**src/rtl/tbsr_params.svh**
```systemverilog
// timing constants and counter widths for the two-wire buffer stuck-bus control
`ifndef TBSR_PARAMS_SVH
`define TBSR_PARAMS_SVH

`define TBSR_CLK_HZ 50000000
// stuck-low timeout, nominal 30 ms (window 25..35 ms)
`define TBSR_TIMEOUT_MS 30
`define TBSR_TIMEOUT_CYC ((`TBSR_CLK_HZ / 1000) * `TBSR_TIMEOUT_MS)
// least wait before recovery clocking, 40 us, in whole cycles rounded down
`define TBSR_RECOV_WAIT_US 40
`define TBSR_RECOV_WAIT_CYC ((`TBSR_CLK_HZ / 1000000) * `TBSR_RECOV_WAIT_US)
// recovery clock about 8.5 kHz; half period in cycles
`define TBSR_RECOV_FREQ_HZ 8500
`define TBSR_RECOV_HALF_CYC (`TBSR_CLK_HZ / (2 * `TBSR_RECOV_FREQ_HZ))
`define TBSR_RECOV_PULSES 16
// bus idle time before connection, 95 us typical
`define TBSR_IDLE_US 95
`define TBSR_IDLE_CYC ((`TBSR_CLK_HZ / 1000000) * `TBSR_IDLE_US)
`define TBSR_CNT_W 21
`define TBSR_PULSE_W 5

`endif

```
**src/rtl/tbsr_pkg.sv**
```systemverilog
// types for the two-wire buffer stuck-bus control
package tbsr_pkg;
   typedef enum logic [2:0] {
      ST_STARTUP,
      ST_CONNECTED,
      ST_WAIT,
      ST_CLK_LOW,
      ST_CLK_HIGH,
      ST_STOP_SETUP,
      ST_STOP_DONE,
      ST_DISCONNECTED
   } tbsr_state_t;
endpackage : tbsr_pkg

```
**src/rtl/tbsr_buffer_ctrl.sv**
```systemverilog
// control logic of a two-wire bus buffer with stuck-bus recovery
//
// Contract
// enable low keeps inner and outer data and clock lines separated.
// enable low halts or prevents recovery clock pulses and stop generation.
// enable rising after stuck-bus disconnect reconnects at once, no stop needed.
// ready low while disabled, before first connection, or after stuck disconnect.
// ready high only when enabled and the sides are connected.
// outer line low continuously for timeout (30 ms nominal) declares stuck fault.
// traffic passes at 400 kHz with no protocol-level delay added.
// each outer line has its own timer, cleared only when that line is high; the code also clears both timers when enable rises.
// after 40 us wait, up to 16 pulses near 8.5 kHz; stop early on release.
// every recovery attempt ends with a stop on outer clock and data.
// connect only when both sides idle, or one shows stop and other idle.
// lines are sampled input plus pull-down; a low on one side pulls the other.
`timescale 1ns/1ps
`include "tbsr_params.svh"
module tbsr_buffer_ctrl
   import tbsr_pkg::*;
#(
   parameter int TIMEOUT_CYC = `TBSR_TIMEOUT_CYC,
   parameter int RECOV_WAIT_CYC = `TBSR_RECOV_WAIT_CYC,
   parameter int RECOV_HALF_CYC = `TBSR_RECOV_HALF_CYC,
   parameter int RECOV_PULSES = `TBSR_RECOV_PULSES,
   parameter int IDLE_CYC = `TBSR_IDLE_CYC
) (
   // clock and reset (reset stands for the power-on lockout)
   input wire logic clk_sys,
   input wire logic rst_n,
   // control and status
   input wire logic enable,
   output logic ready,
   // inner side data line
   input wire logic innerSideDataLineIn,
   output logic innerSideDataLineOut,
   output logic innerSideDataLineOe,
   // inner side clock line
   input wire logic innerSideClockLineIn,
   output logic innerSideClockLineOut,
   output logic innerSideClockLineOe,
   // outer side data line
   input wire logic outerSideDataLineIn,
   output logic outerSideDataLineOut,
   output logic outerSideDataLineOe,
   // outer side clock line
   input wire logic outerSideClockLineIn,
   output logic outerSideClockLineOut,
   output logic outerSideClockLineOe
);
   ////////////////////////////////////////////////////////////////////////////////
   // input synchronisers and per-side bus watchers
   logic [1:0] enMeta_r;
   logic enPrev_r;
   logic inData, inClock, inStop, inIdle;
   logic outData, outClock, outStop, outIdle;

   tbsr_side_monitor #(.IDLE_CYC(IDLE_CYC)) uInner (
      .clk_sys(clk_sys),
      .rst_n(rst_n),
      .dataPin(innerSideDataLineIn),
      .clockPin(innerSideClockLineIn),
      .dataSync(inData),
      .clockSync(inClock),
      .stopSeen(inStop),
      .idle(inIdle)
   );

   tbsr_side_monitor #(.IDLE_CYC(IDLE_CYC)) uOuter (
      .clk_sys(clk_sys),
      .rst_n(rst_n),
      .dataPin(outerSideDataLineIn),
      .clockPin(outerSideClockLineIn),
      .dataSync(outData),
      .clockSync(outClock),
      .stopSeen(outStop),
      .idle(outIdle)
   );

   always_ff @(posedge clk_sys or negedge rst_n) begin
      if (!rst_n) begin
         enMeta_r <= 2'h0;
         enPrev_r <= 1'h0;
      end else begin
         enMeta_r <= {enMeta_r[0], enable};
         enPrev_r <= enMeta_r[1];
      end
   end

   logic enSync, enRise;
   assign enSync = enMeta_r[1];
   assign enRise = enSync && !enPrev_r;

   ////////////////////////////////////////////////////////////////////////////////
   // per-line stuck-low timers
   logic [`TBSR_CNT_W-1:0] dataTmr_r, clockTmr_r;
   logic dataStuck, clockStuck, stuck;
   logic timerClr;
   tbsr_state_t state_r;
   logic driveClkLow, driveDataLow;

   assign dataStuck = (dataTmr_r == `TBSR_CNT_W'(TIMEOUT_CYC));
   assign clockStuck = (clockTmr_r == `TBSR_CNT_W'(TIMEOUT_CYC));
   assign stuck = dataStuck || clockStuck;
   // an enable rise restarts both stuck-low timers
   assign timerClr = enRise;

   always_ff @(posedge clk_sys or negedge rst_n) begin
      if (!rst_n) begin
         dataTmr_r <= '0;
      end else if (outData || timerClr) begin
         dataTmr_r <= '0;
      end else if (!dataStuck && !driveDataLow) begin
         dataTmr_r <= dataTmr_r + `TBSR_CNT_W'(1);
      end
   end

   always_ff @(posedge clk_sys or negedge rst_n) begin
      if (!rst_n) begin
         clockTmr_r <= '0;
      end else if (outClock || timerClr) begin
         clockTmr_r <= '0;
      end else if (!clockStuck && !driveClkLow) begin
         clockTmr_r <= clockTmr_r + `TBSR_CNT_W'(1);
      end
   end

   ////////////////////////////////////////////////////////////////////////////////
   // connection and recovery sequencer
   logic [`TBSR_CNT_W-1:0] seqCnt_r;
   logic [`TBSR_PULSE_W-1:0] pulses_r;
   logic canJoin;

   assign canJoin = (inIdle && outIdle) || (inStop && outIdle) || (outStop && inIdle);
   assign driveClkLow = (state_r == ST_CLK_LOW);
   assign driveDataLow = (state_r == ST_STOP_SETUP);

   always_ff @(posedge clk_sys or negedge rst_n) begin
      if (!rst_n) begin
         state_r <= ST_STARTUP;
         seqCnt_r <= '0;
         pulses_r <= '0;
      end else begin
         case (state_r)
            ST_STARTUP, ST_DISCONNECTED: begin
               seqCnt_r <= '0;
               pulses_r <= '0;
               if (enRise && state_r == ST_DISCONNECTED) begin
                  state_r <= ST_CONNECTED;
               end else if (enSync && stuck && state_r == ST_STARTUP) begin
                  // one attempt per fault: a failed recovery stays disconnected
                  state_r <= ST_WAIT;
               end else if (enSync && canJoin) begin
                  state_r <= ST_CONNECTED;
               end
            end
            ST_CONNECTED: begin
               seqCnt_r <= '0;
               pulses_r <= '0;
               if (!enSync) begin
                  state_r <= ST_STARTUP;
               end else if (stuck) begin
                  state_r <= ST_WAIT;
               end
            end
            ST_WAIT: begin
               seqCnt_r <= seqCnt_r + `TBSR_CNT_W'(1);
               if (seqCnt_r == `TBSR_CNT_W'(RECOV_WAIT_CYC - 1)) begin
                  seqCnt_r <= '0;
                  state_r <= (outData && outClock) ? ST_STOP_SETUP : ST_CLK_LOW;
               end
            end
            ST_CLK_LOW: begin
               seqCnt_r <= seqCnt_r + `TBSR_CNT_W'(1);
               if (seqCnt_r == `TBSR_CNT_W'(RECOV_HALF_CYC - 1)) begin
                  seqCnt_r <= '0;
                  pulses_r <= pulses_r + `TBSR_PULSE_W'(1);
                  state_r <= ST_CLK_HIGH;
               end
            end
            ST_CLK_HIGH: begin
               seqCnt_r <= seqCnt_r + `TBSR_CNT_W'(1);
               if (seqCnt_r == `TBSR_CNT_W'(RECOV_HALF_CYC - 1)) begin
                  seqCnt_r <= '0;
                  if (outData || pulses_r == `TBSR_PULSE_W'(RECOV_PULSES)) begin
                     state_r <= ST_STOP_SETUP;
                  end else begin
                     state_r <= ST_CLK_LOW;
                  end
               end
            end
            ST_STOP_SETUP: begin
               // data held low with clock high, then released: a stop
               seqCnt_r <= seqCnt_r + `TBSR_CNT_W'(1);
               if (seqCnt_r == `TBSR_CNT_W'(RECOV_HALF_CYC - 1)) begin
                  seqCnt_r <= '0;
                  state_r <= ST_STOP_DONE;
               end
            end
            ST_STOP_DONE: begin
               seqCnt_r <= '0;
               state_r <= ST_DISCONNECTED;
            end
            default: begin
               state_r <= ST_STARTUP;
            end
         endcase
         // a disable aborts recovery wherever it stands and drops to ST_DISCONNECTED
         if (!enSync && state_r != ST_CONNECTED && state_r != ST_STARTUP) begin
            state_r <= ST_DISCONNECTED;
         end
      end
   end

   ////////////////////////////////////////////////////////////////////////////////
   // pull-down drive and ready, all registered
   logic joined;
   logic [3:0] oeNow, oeD1_r, oeD2_r, oeEcho;
   assign joined = (state_r == ST_CONNECTED) && enSync;
   assign oeNow = {outerSideClockLineOe, outerSideDataLineOe, innerSideClockLineOe,
      innerSideDataLineOe};
   // our own pull reads back low through the synchronisers for two more cycles
   assign oeEcho = oeNow | oeD1_r | oeD2_r;

   always_ff @(posedge clk_sys or negedge rst_n) begin
      if (!rst_n) begin
         oeD1_r <= '0;
         oeD2_r <= '0;
      end else begin
         oeD1_r <= oeNow;
         oeD2_r <= oeD1_r;
      end
   end

   always_ff @(posedge clk_sys or negedge rst_n) begin
      if (!rst_n) begin
         innerSideDataLineOe <= 1'h0;
         innerSideClockLineOe <= 1'h0;
         outerSideDataLineOe <= 1'h0;
         outerSideClockLineOe <= 1'h0;
         ready <= 1'h0;
      end else begin
         // a low is forwarded only when it is not the echo of our own pull
         innerSideDataLineOe <= joined && !outData && !oeEcho[2];
         innerSideClockLineOe <= joined && !outClock && !oeEcho[3];
         outerSideDataLineOe <= (joined && !inData && !oeEcho[0]) || driveDataLow;
         outerSideClockLineOe <= (joined && !inClock && !oeEcho[1]) || driveClkLow;
         ready <= joined; // see R4
      end
   end

   assign innerSideDataLineOut = 1'b0;
   assign innerSideClockLineOut = 1'b0;
   assign outerSideDataLineOut = 1'b0;
   assign outerSideClockLineOut = 1'b0;
endmodule : tbsr_buffer_ctrl

```
**src/rtl/tbsr_side_monitor.sv**
```systemverilog
// per-side bus watcher: two-flop sync, stop detection and idle timing
`timescale 1ns/1ps
`include "tbsr_params.svh"
module tbsr_side_monitor #(
   parameter int IDLE_CYC = `TBSR_IDLE_CYC
) (
   // clock and reset
   input wire logic clk_sys,
   input wire logic rst_n,
   // raw pins
   input wire logic dataPin,
   input wire logic clockPin,
   // synchronised view
   output logic dataSync,
   output logic clockSync,
   output logic stopSeen,
   output logic idle
);
   logic [1:0] dataMeta_r;
   logic [1:0] clockMeta_r;
   logic dataPrev_r;
   logic [`TBSR_CNT_W-1:0] idleCnt_r;
   logic stopSeen_r;

   assign dataSync = dataMeta_r[1];
   assign clockSync = clockMeta_r[1];
   assign stopSeen = stopSeen_r;
   assign idle = (idleCnt_r == `TBSR_CNT_W'(IDLE_CYC));

   always_ff @(posedge clk_sys or negedge rst_n) begin
      if (!rst_n) begin
         dataMeta_r <= 2'h3;
         clockMeta_r <= 2'h3;
      end else begin
         dataMeta_r <= {dataMeta_r[0], dataPin};
         clockMeta_r <= {clockMeta_r[0], clockPin};
      end
   end

   // stop: data rises while clock is high
   always_ff @(posedge clk_sys or negedge rst_n) begin
      if (!rst_n) begin
         dataPrev_r <= 1'h1;
         stopSeen_r <= 1'h0;
      end else begin
         dataPrev_r <= dataSync;
         stopSeen_r <= dataSync && !dataPrev_r && clockSync;
      end
   end

   // idle: both lines high for the idle time
   always_ff @(posedge clk_sys or negedge rst_n) begin
      if (!rst_n) begin
         idleCnt_r <= '0;
      end else if (!(dataSync && clockSync)) begin
         idleCnt_r <= '0;
      end else if (idleCnt_r != `TBSR_CNT_W'(IDLE_CYC)) begin
         idleCnt_r <= idleCnt_r + `TBSR_CNT_W'(1);
      end
   end
endmodule : tbsr_side_monitor

```
**config.mk**
```make
export PLATFORM = sky130hd
export DESIGN_NAME = tbsr_buffer_ctrl
export DESIGN_NICKNAME = d
export VERILOG_FILES = /design/src/rtl/tbsr_pkg.sv /design/src/rtl/tbsr_buffer_ctrl.sv /design/src/rtl/tbsr_side_monitor.sv
export VERILOG_INCLUDE_DIRS = /design/src /design/src/rtl
export SDC_FILE = /design/constraint.sdc
export NUM_CORES = 1
export LEC_CHECK = 0
export BUFFER_PORTS_ARGS = -buffer_cell sky130_fd_sc_hd__buf_2
export CAP_MARGIN = 15
export CORE_UTILIZATION = 60
export DETAILED_ROUTE_END_ITERATION = 10
export GPL_TIMING_DRIVEN = 1
export PLACE_DENSITY = 0.83
export SLEW_MARGIN = 15
export SYNTH_ARGS = -nofsm -noshare
export SYNTH_HDL_FRONTEND = slang
export SYNTH_SLANG_ARGS = --single-unit
export TNS_END_PERCENT = 10
```
**constraint.sdc**
```tcl
create_clock -name clk_sys -period 2.91 [get_ports clk_sys]
set_input_delay 0.291 -clock clk_sys [delete_from_list [all_inputs] [get_ports clk_sys]]
set_output_delay 0.291 -clock clk_sys [all_outputs]
set_load 0.1 [all_outputs]
```
## After elaboration in Yosys (flattened, before gate mapping)

Index checks and enable logic that the tools add are counted.

| storage, ports and cells | value |
|---|---|
| flip-flop bits (word level) | 141 |
| bits in latches | 0 |
| memory bits (writable) | 0 |
| bits in read-only memories | 0 |
| bits of input ports | 7 |
| word-level logic and storage cells | 146 |
| memories kept | 0 |

| cells by class | value |
|---|---|
| $add $sub $neg | 6 |
| multipliers | 0 |
| divide/modulo/power cells | 0 |
| magnitude comparators | 0 |
| equality and inequality tests | 26 |
| shifts and indexed selects | 0 |
| mux-type cells | 26 |
| bitwise logic cells | 2 |
| reductions and logical operators | 62 |

Operators with widths:

| operator | count |
|---|---|
| 21-bit 2-to-1 mux | 10 |
| 21-bit by 1-bit adder with 21-bit output, second input constant | 5 |
| 21-bit one-hot mux with 3 select lines | 1 |
| 21-bit by 13-bit equality test with 1-bit output, second input constant | 2 |
| 21-bit equality test, second input constant | 2 |
| 21-bit by 13-bit != test with 1-bit output, second input constant | 2 |
| 3-bit 2-to-1 mux | 12 |
| 1-bit logical AND | 27 |
| 21-bit by 11-bit equality test with 1-bit output, second input constant | 1 |
| 21-bit by 12-bit equality test with 1-bit output, second input constant | 1 |
| 3-bit one-hot mux with 7 select lines | 1 |
| 1-bit zero test | 16 |
| 3-bit equality test, second input constant | 4 |
| 5-bit one-hot mux with 2 select lines | 1 |
| 3-bit by 1-bit != test with 1-bit output, second input constant | 3 |
| 1-bit logical OR | 8 |
| 4-bit OR | 2 |
| 3-bit by 2-bit equality test with 1-bit output, second input constant | 2 |
| 3-bit != test, second input constant | 2 |
| 6-bit AND reduction | 1 |
| 2-bit nonzero test | 3 |
| 3-bit OR reduction | 2 |
| 5-bit by 1-bit adder with 5-bit output, second input constant | 1 |
| 5-bit equality test, second input constant | 1 |
| 11 further kinds | 12 |

## Depth between registers and ports, before layout

| depth | value |
|---|---|
| word-level depth | 10 |
| mapped depth | 9 |
| depth with buffers taken out | 8 |

## Hierarchy

Synthesis repeated with hierarchy kept, for this count alone.

| second synthesis, totals | value |
|---|---|
| cell total of the unflattened synthesis | 740 |
| area, all modules | 7,149.4 µm² |

By module, submodules not included:

| module | times used | cells each | area an instance (µm²) | sequential area each (µm²) |
|---|---|---|---|---|
| tbsr_buffer_ctrl | 1 | 472 | 4,499.3 | 2,177.1 |
| tbsr_side_monitor | 2 | 134 | 1,325.0 | 681.9 |

## Worst setup path before layout

No wires, ideal clock.

| path | value |
|---|---|
| path type | register to register |
| start | register seqCnt_r[0] |
| end | register state_r[0] |
| arrival | 2.339 ns |
| required time | 2.782 ns |
| slack | 0.443 ns |
| cell stages (with the launch flop) | 9 |
| path buffers | 0 |
| cell sequence | dfrtp_1 > inv_1 > ha_1 > or4bb_1 > nor4_1 > nand2_1 > a32o_1 > a211oi_2 > mux2_1 |

| on the way | value |
|---|---|
| word-level cells in the longest chain between the ends | 3 |
| elaborated cells on any way between the ends | 7 |
| classes of those cells | 6 x eq/ne; 1 x reduce/logical |

Ends and longest elaborated chain:

| element | line | source |
|---|---|---|
| from (decl) | tbsr_buffer_ctrl.sv:129 | `` logic [`TBSR_CNT_W-1:0] seqCnt_r; `` |
| from (signal assigned) | tbsr_buffer_ctrl.sv:166 | `` seqCnt_r <= seqCnt_r + `TBSR_CNT_W'(1); `` |
| from (signal assigned) | tbsr_buffer_ctrl.sv:173 | `` seqCnt_r <= seqCnt_r + `TBSR_CNT_W'(1); `` |
| from (signal assigned) | tbsr_buffer_ctrl.sv:181 | `` seqCnt_r <= seqCnt_r + `TBSR_CNT_W'(1); `` |
| 21-bit by 12-bit equality test with 1-bit output or 21-bit by 11-bit equality test with 1-bit output (tied branches) | n/a |  |
| 3-bit != test (no source line) or 3-bit by 1-bit != test with 1-bit output (tied branches) | n/a |  |
| 6-bit AND reduction (no source line) * | n/a |  |
| to (signal assigned) | tbsr_buffer_ctrl.sv:169 | `state_r <= (outData && outClock) ? ST_STOP_SETUP : ST_CLK_LOW;` |
| to (decl) | tbsr_buffer_ctrl.sv:98 | `tbsr_state_t state_r;` |

Every way passes the cells marked *; elsewhere a longest branch is shown, timed or not.
A chain may end at the register's enable or synchronous reset.

## Worst setup path in the final report

Ends and elaborated chain as after synthesis.

==> run metrics <==
GPL Wtd Cong 0.844; clock slew at reported path FFs 0.06 ns; Crit path required time 3.21 ns; die area 12200 sq um; yosys warns 0; number of routed nets with antenna violations 0; Initial Util 0.617; WS Path Type flip-flop to flip-flop; clock net sink count 141; final number of hold-violating endpoints 0; synthesized flop and latch total 141; EDFF count, synth 0; sequential fraction of the synthesis area 0.501; fraction of layout cells with a size suffix above 1 0.0984; worst-margin pin slew 0.860 ns; Min Hold Slack 0.355 ns; # setup viols final 0; CP max FO 5; Mapped Cells 724; nets 768; I/O Pins 16; vias in the first global route 5609; Port Buffer Count 11; CORE AREA 11500 sq um; H-tree depth 4; Remaining DRCs 0; GRT overflow 0; Fmax 370 MHz; ys flop type dfrtp_1; via count 5547; largest net degree at the start of global routing 95; Slew headroom 0.427; Critical Path Sink Type flip-flop; worst vdd ir 0.000535 V; leading area contributor after synthesis dfrtp_1; synth cell count leaders dfrtp_1 (131), nor2_1 (112), nand2_1 (60); most numerous cell in the Yosys netlist dfrtp_1; Period Utilization, post-route 0.929; post-synthesis mux area share 0.00442; synthesized cell area 7070 sq um; DRT iter0 DRCs 370; all-layer global routing usage 0.268; CP Launch Type flip-flop; TritonRoute pass-1 iters 5; minimum clock period 2.70 ns; power density over the cells 550 nW/um^2; xor and xnor area share after synthesis 0.104; first-pass GRT wire length 26.4 mm; hpwl dp 9.90 mm; WL/cell 16.7 um; post-synth cell types 61; fraction of registers with async set/reset 1.00; adder-cell share of the synthesized area 0.0212; Static Leakage 3.34 nW; Synth Area in Simple Gates 0.258; RSZ-0062 raised after global routing no; setup TNS 0 ns; Post-Route WL 15.1 mm; Via density 6.13; maximum root-to-sink buffer count 2; Syn Area/Cell 9.77 sq um; Yosys top cell area share 0.464; row cnt 39; Die Y 111 um; clock latency on the worst-skew pair 0.42 ns; Die X 111 um; # Post-CTS Setup Buffers 0; max-slew violations 0; skew final 0.00731 ns; antenna cells 0; combinational family with the most area after synthesis simple AND/OR/NAND/NOR gates; Clk Tree Root Cell clkbuf_16; area delta synth->final 12.5%; DP Worst Slack 0.115 ns; PnR worst setup slack 0.207 ns; initial antenna violation count 0; Hold WC Path Type flip-flop to flip-flop; Synth Area in Compound Gates 0.0800; outcome complete, no violations; max-cap violations 0; WP data arrival 3.01 ns; TritonCTS clock tree built; synth top area cells dfrtp_1 (46%), xor2_1 (7.2%), nor2_1 (5.9%), dfstp_2 (3.7%), xnor2_1 (3.2%); Num CTS Buffers 17
## metal layers
layer  up-vias  global-route usage  part of all wire
met5         -                   0                 0
met4         0              0.0933             0.013
met3        22              0.0615             0.049
met2       166               0.452              0.52
met1      2771               0.338              0.42
li1       2588                   -                 -
## worst paths after layout
kind / start / endpoint / slack (ns) / cells past startpoint
max: seqCnt_r[0] / state_r[0] / 0.21 / 8
min: uOuter.dataMeta_r[0] / uOuter.dataMeta_r[1] / 0.36 / 0
min reg2reg: uOuter.dataMeta_r[0] / uOuter.dataMeta_r[1] / 0.36 / 0
max reg2reg: seqCnt_r[0] / state_r[0] / 0.21 / 8
max in group asynchronous: rst_n / uOuter.clockMeta_r[1] / 1.53 / 3
min in group asynchronous: rst_n / seqCnt_r[15] / 0.53 / 2
## timing repair
item / in CTS / in global routing
resized for setup: 0 / 1
hold buffers: 6 / 0
endpoints found under the setup margin: 0 / 1
hold endpoints to repair: 30 / 0
## through the flow
step	utilization	cell area, sq um	cells	power, mW
2_1_floorplan	-	7080	727	2.11
3_3_place_gp	0.634	7270	867	2.16
3_5_place_dp	0.634	7270	867	2.17
4_1_cts	0.693	7950	905	4.41
5_1_grt	0.693	7950	905	4.50
6_report	0.693	7950	905	4.37
## layout by cell type (no fill, tap or decap), types with 3 or more instances in the layout
master         count
and2_1            12
conb_1             4
ha_1              12
inv_1             22
dfrtp_1          131
a21oi_1           18
nand2_1           60
nand4_1           26
o21ai_0           21
and3_1            14
or4_1              8
xor2_1            58
clkbuf_16         17
buf_2             10
dlygate4sd3_1      6
bufinv_16          3
o31ai_1            4
clkbuf_8           4
nor4b_1            4
nor4_1            15
nor2b_1            3
nor2_1           112
nor4bb_1           7
o2111ai_1          7
nor3_1            19
nand2b_1           3
dfstp_2           10
o211ai_1           5
o21a_1             7
xnor2_1           26
nand3_1           32
buf_4             11
clkinv_2           4
or3_1             11
a31oi_1            5
and4_1            11
## state kept, by name, summed over array words and instances (netlist names), 2 cells and up
register,cells
pulses_r,5
enMeta_r,2
uOuter.clockMeta_r,2
oeD2_r,4
state_r,3
uInner.idleCnt_r,21
uOuter.dataMeta_r,2
oeD1_r,4
uOuter.idleCnt_r,21
seqCnt_r,21
uInner.clockMeta_r,2
dataTmr_r,21
uInner.dataMeta_r,2
clockTmr_r,21
## final cells by class
| class | instances | area [sq um] |
|---|---|---|
| sequential | 141 | 3540 |
| timing repair buffer | 28 | 204 |
| fill | 797 | 3520 |
| clock inverter | 10 | 135 |
| multi-input combinational | 539 | 3330 |
| tap | 143 | 179 |
| inverter | 22 | 82.6 |
| clock buffer | 22 | 484 |
## critical path, cell delays in order, from the launching register on
cell and delay, ns:
dfrtp_1 0.42, inv_1 0.09, ha_1 0.14, or4bb_1 0.50
nor4_2 0.32, nand2_1 0.19, a32o_1 0.30, a211oi_2 0.28
mux2_1 0.34
## report_power, final
group	leakage, nW	internal (mW)	switching, mW
combinational	1.12	0.0337	0.106
sequential	1.92	1.99	0.0198
clock	0.306	1.44	0.793
## cells by family after synthesis
group,count (synthesis)
and+or+nand+nor,351
DFF,141
AOI/OAI and AO/OA,85
xor gates and xnor gates,84
buffers and inverters,47
adders and majority gates,12
muxes,3
other,1
Power figures use the tool's default switching activity.
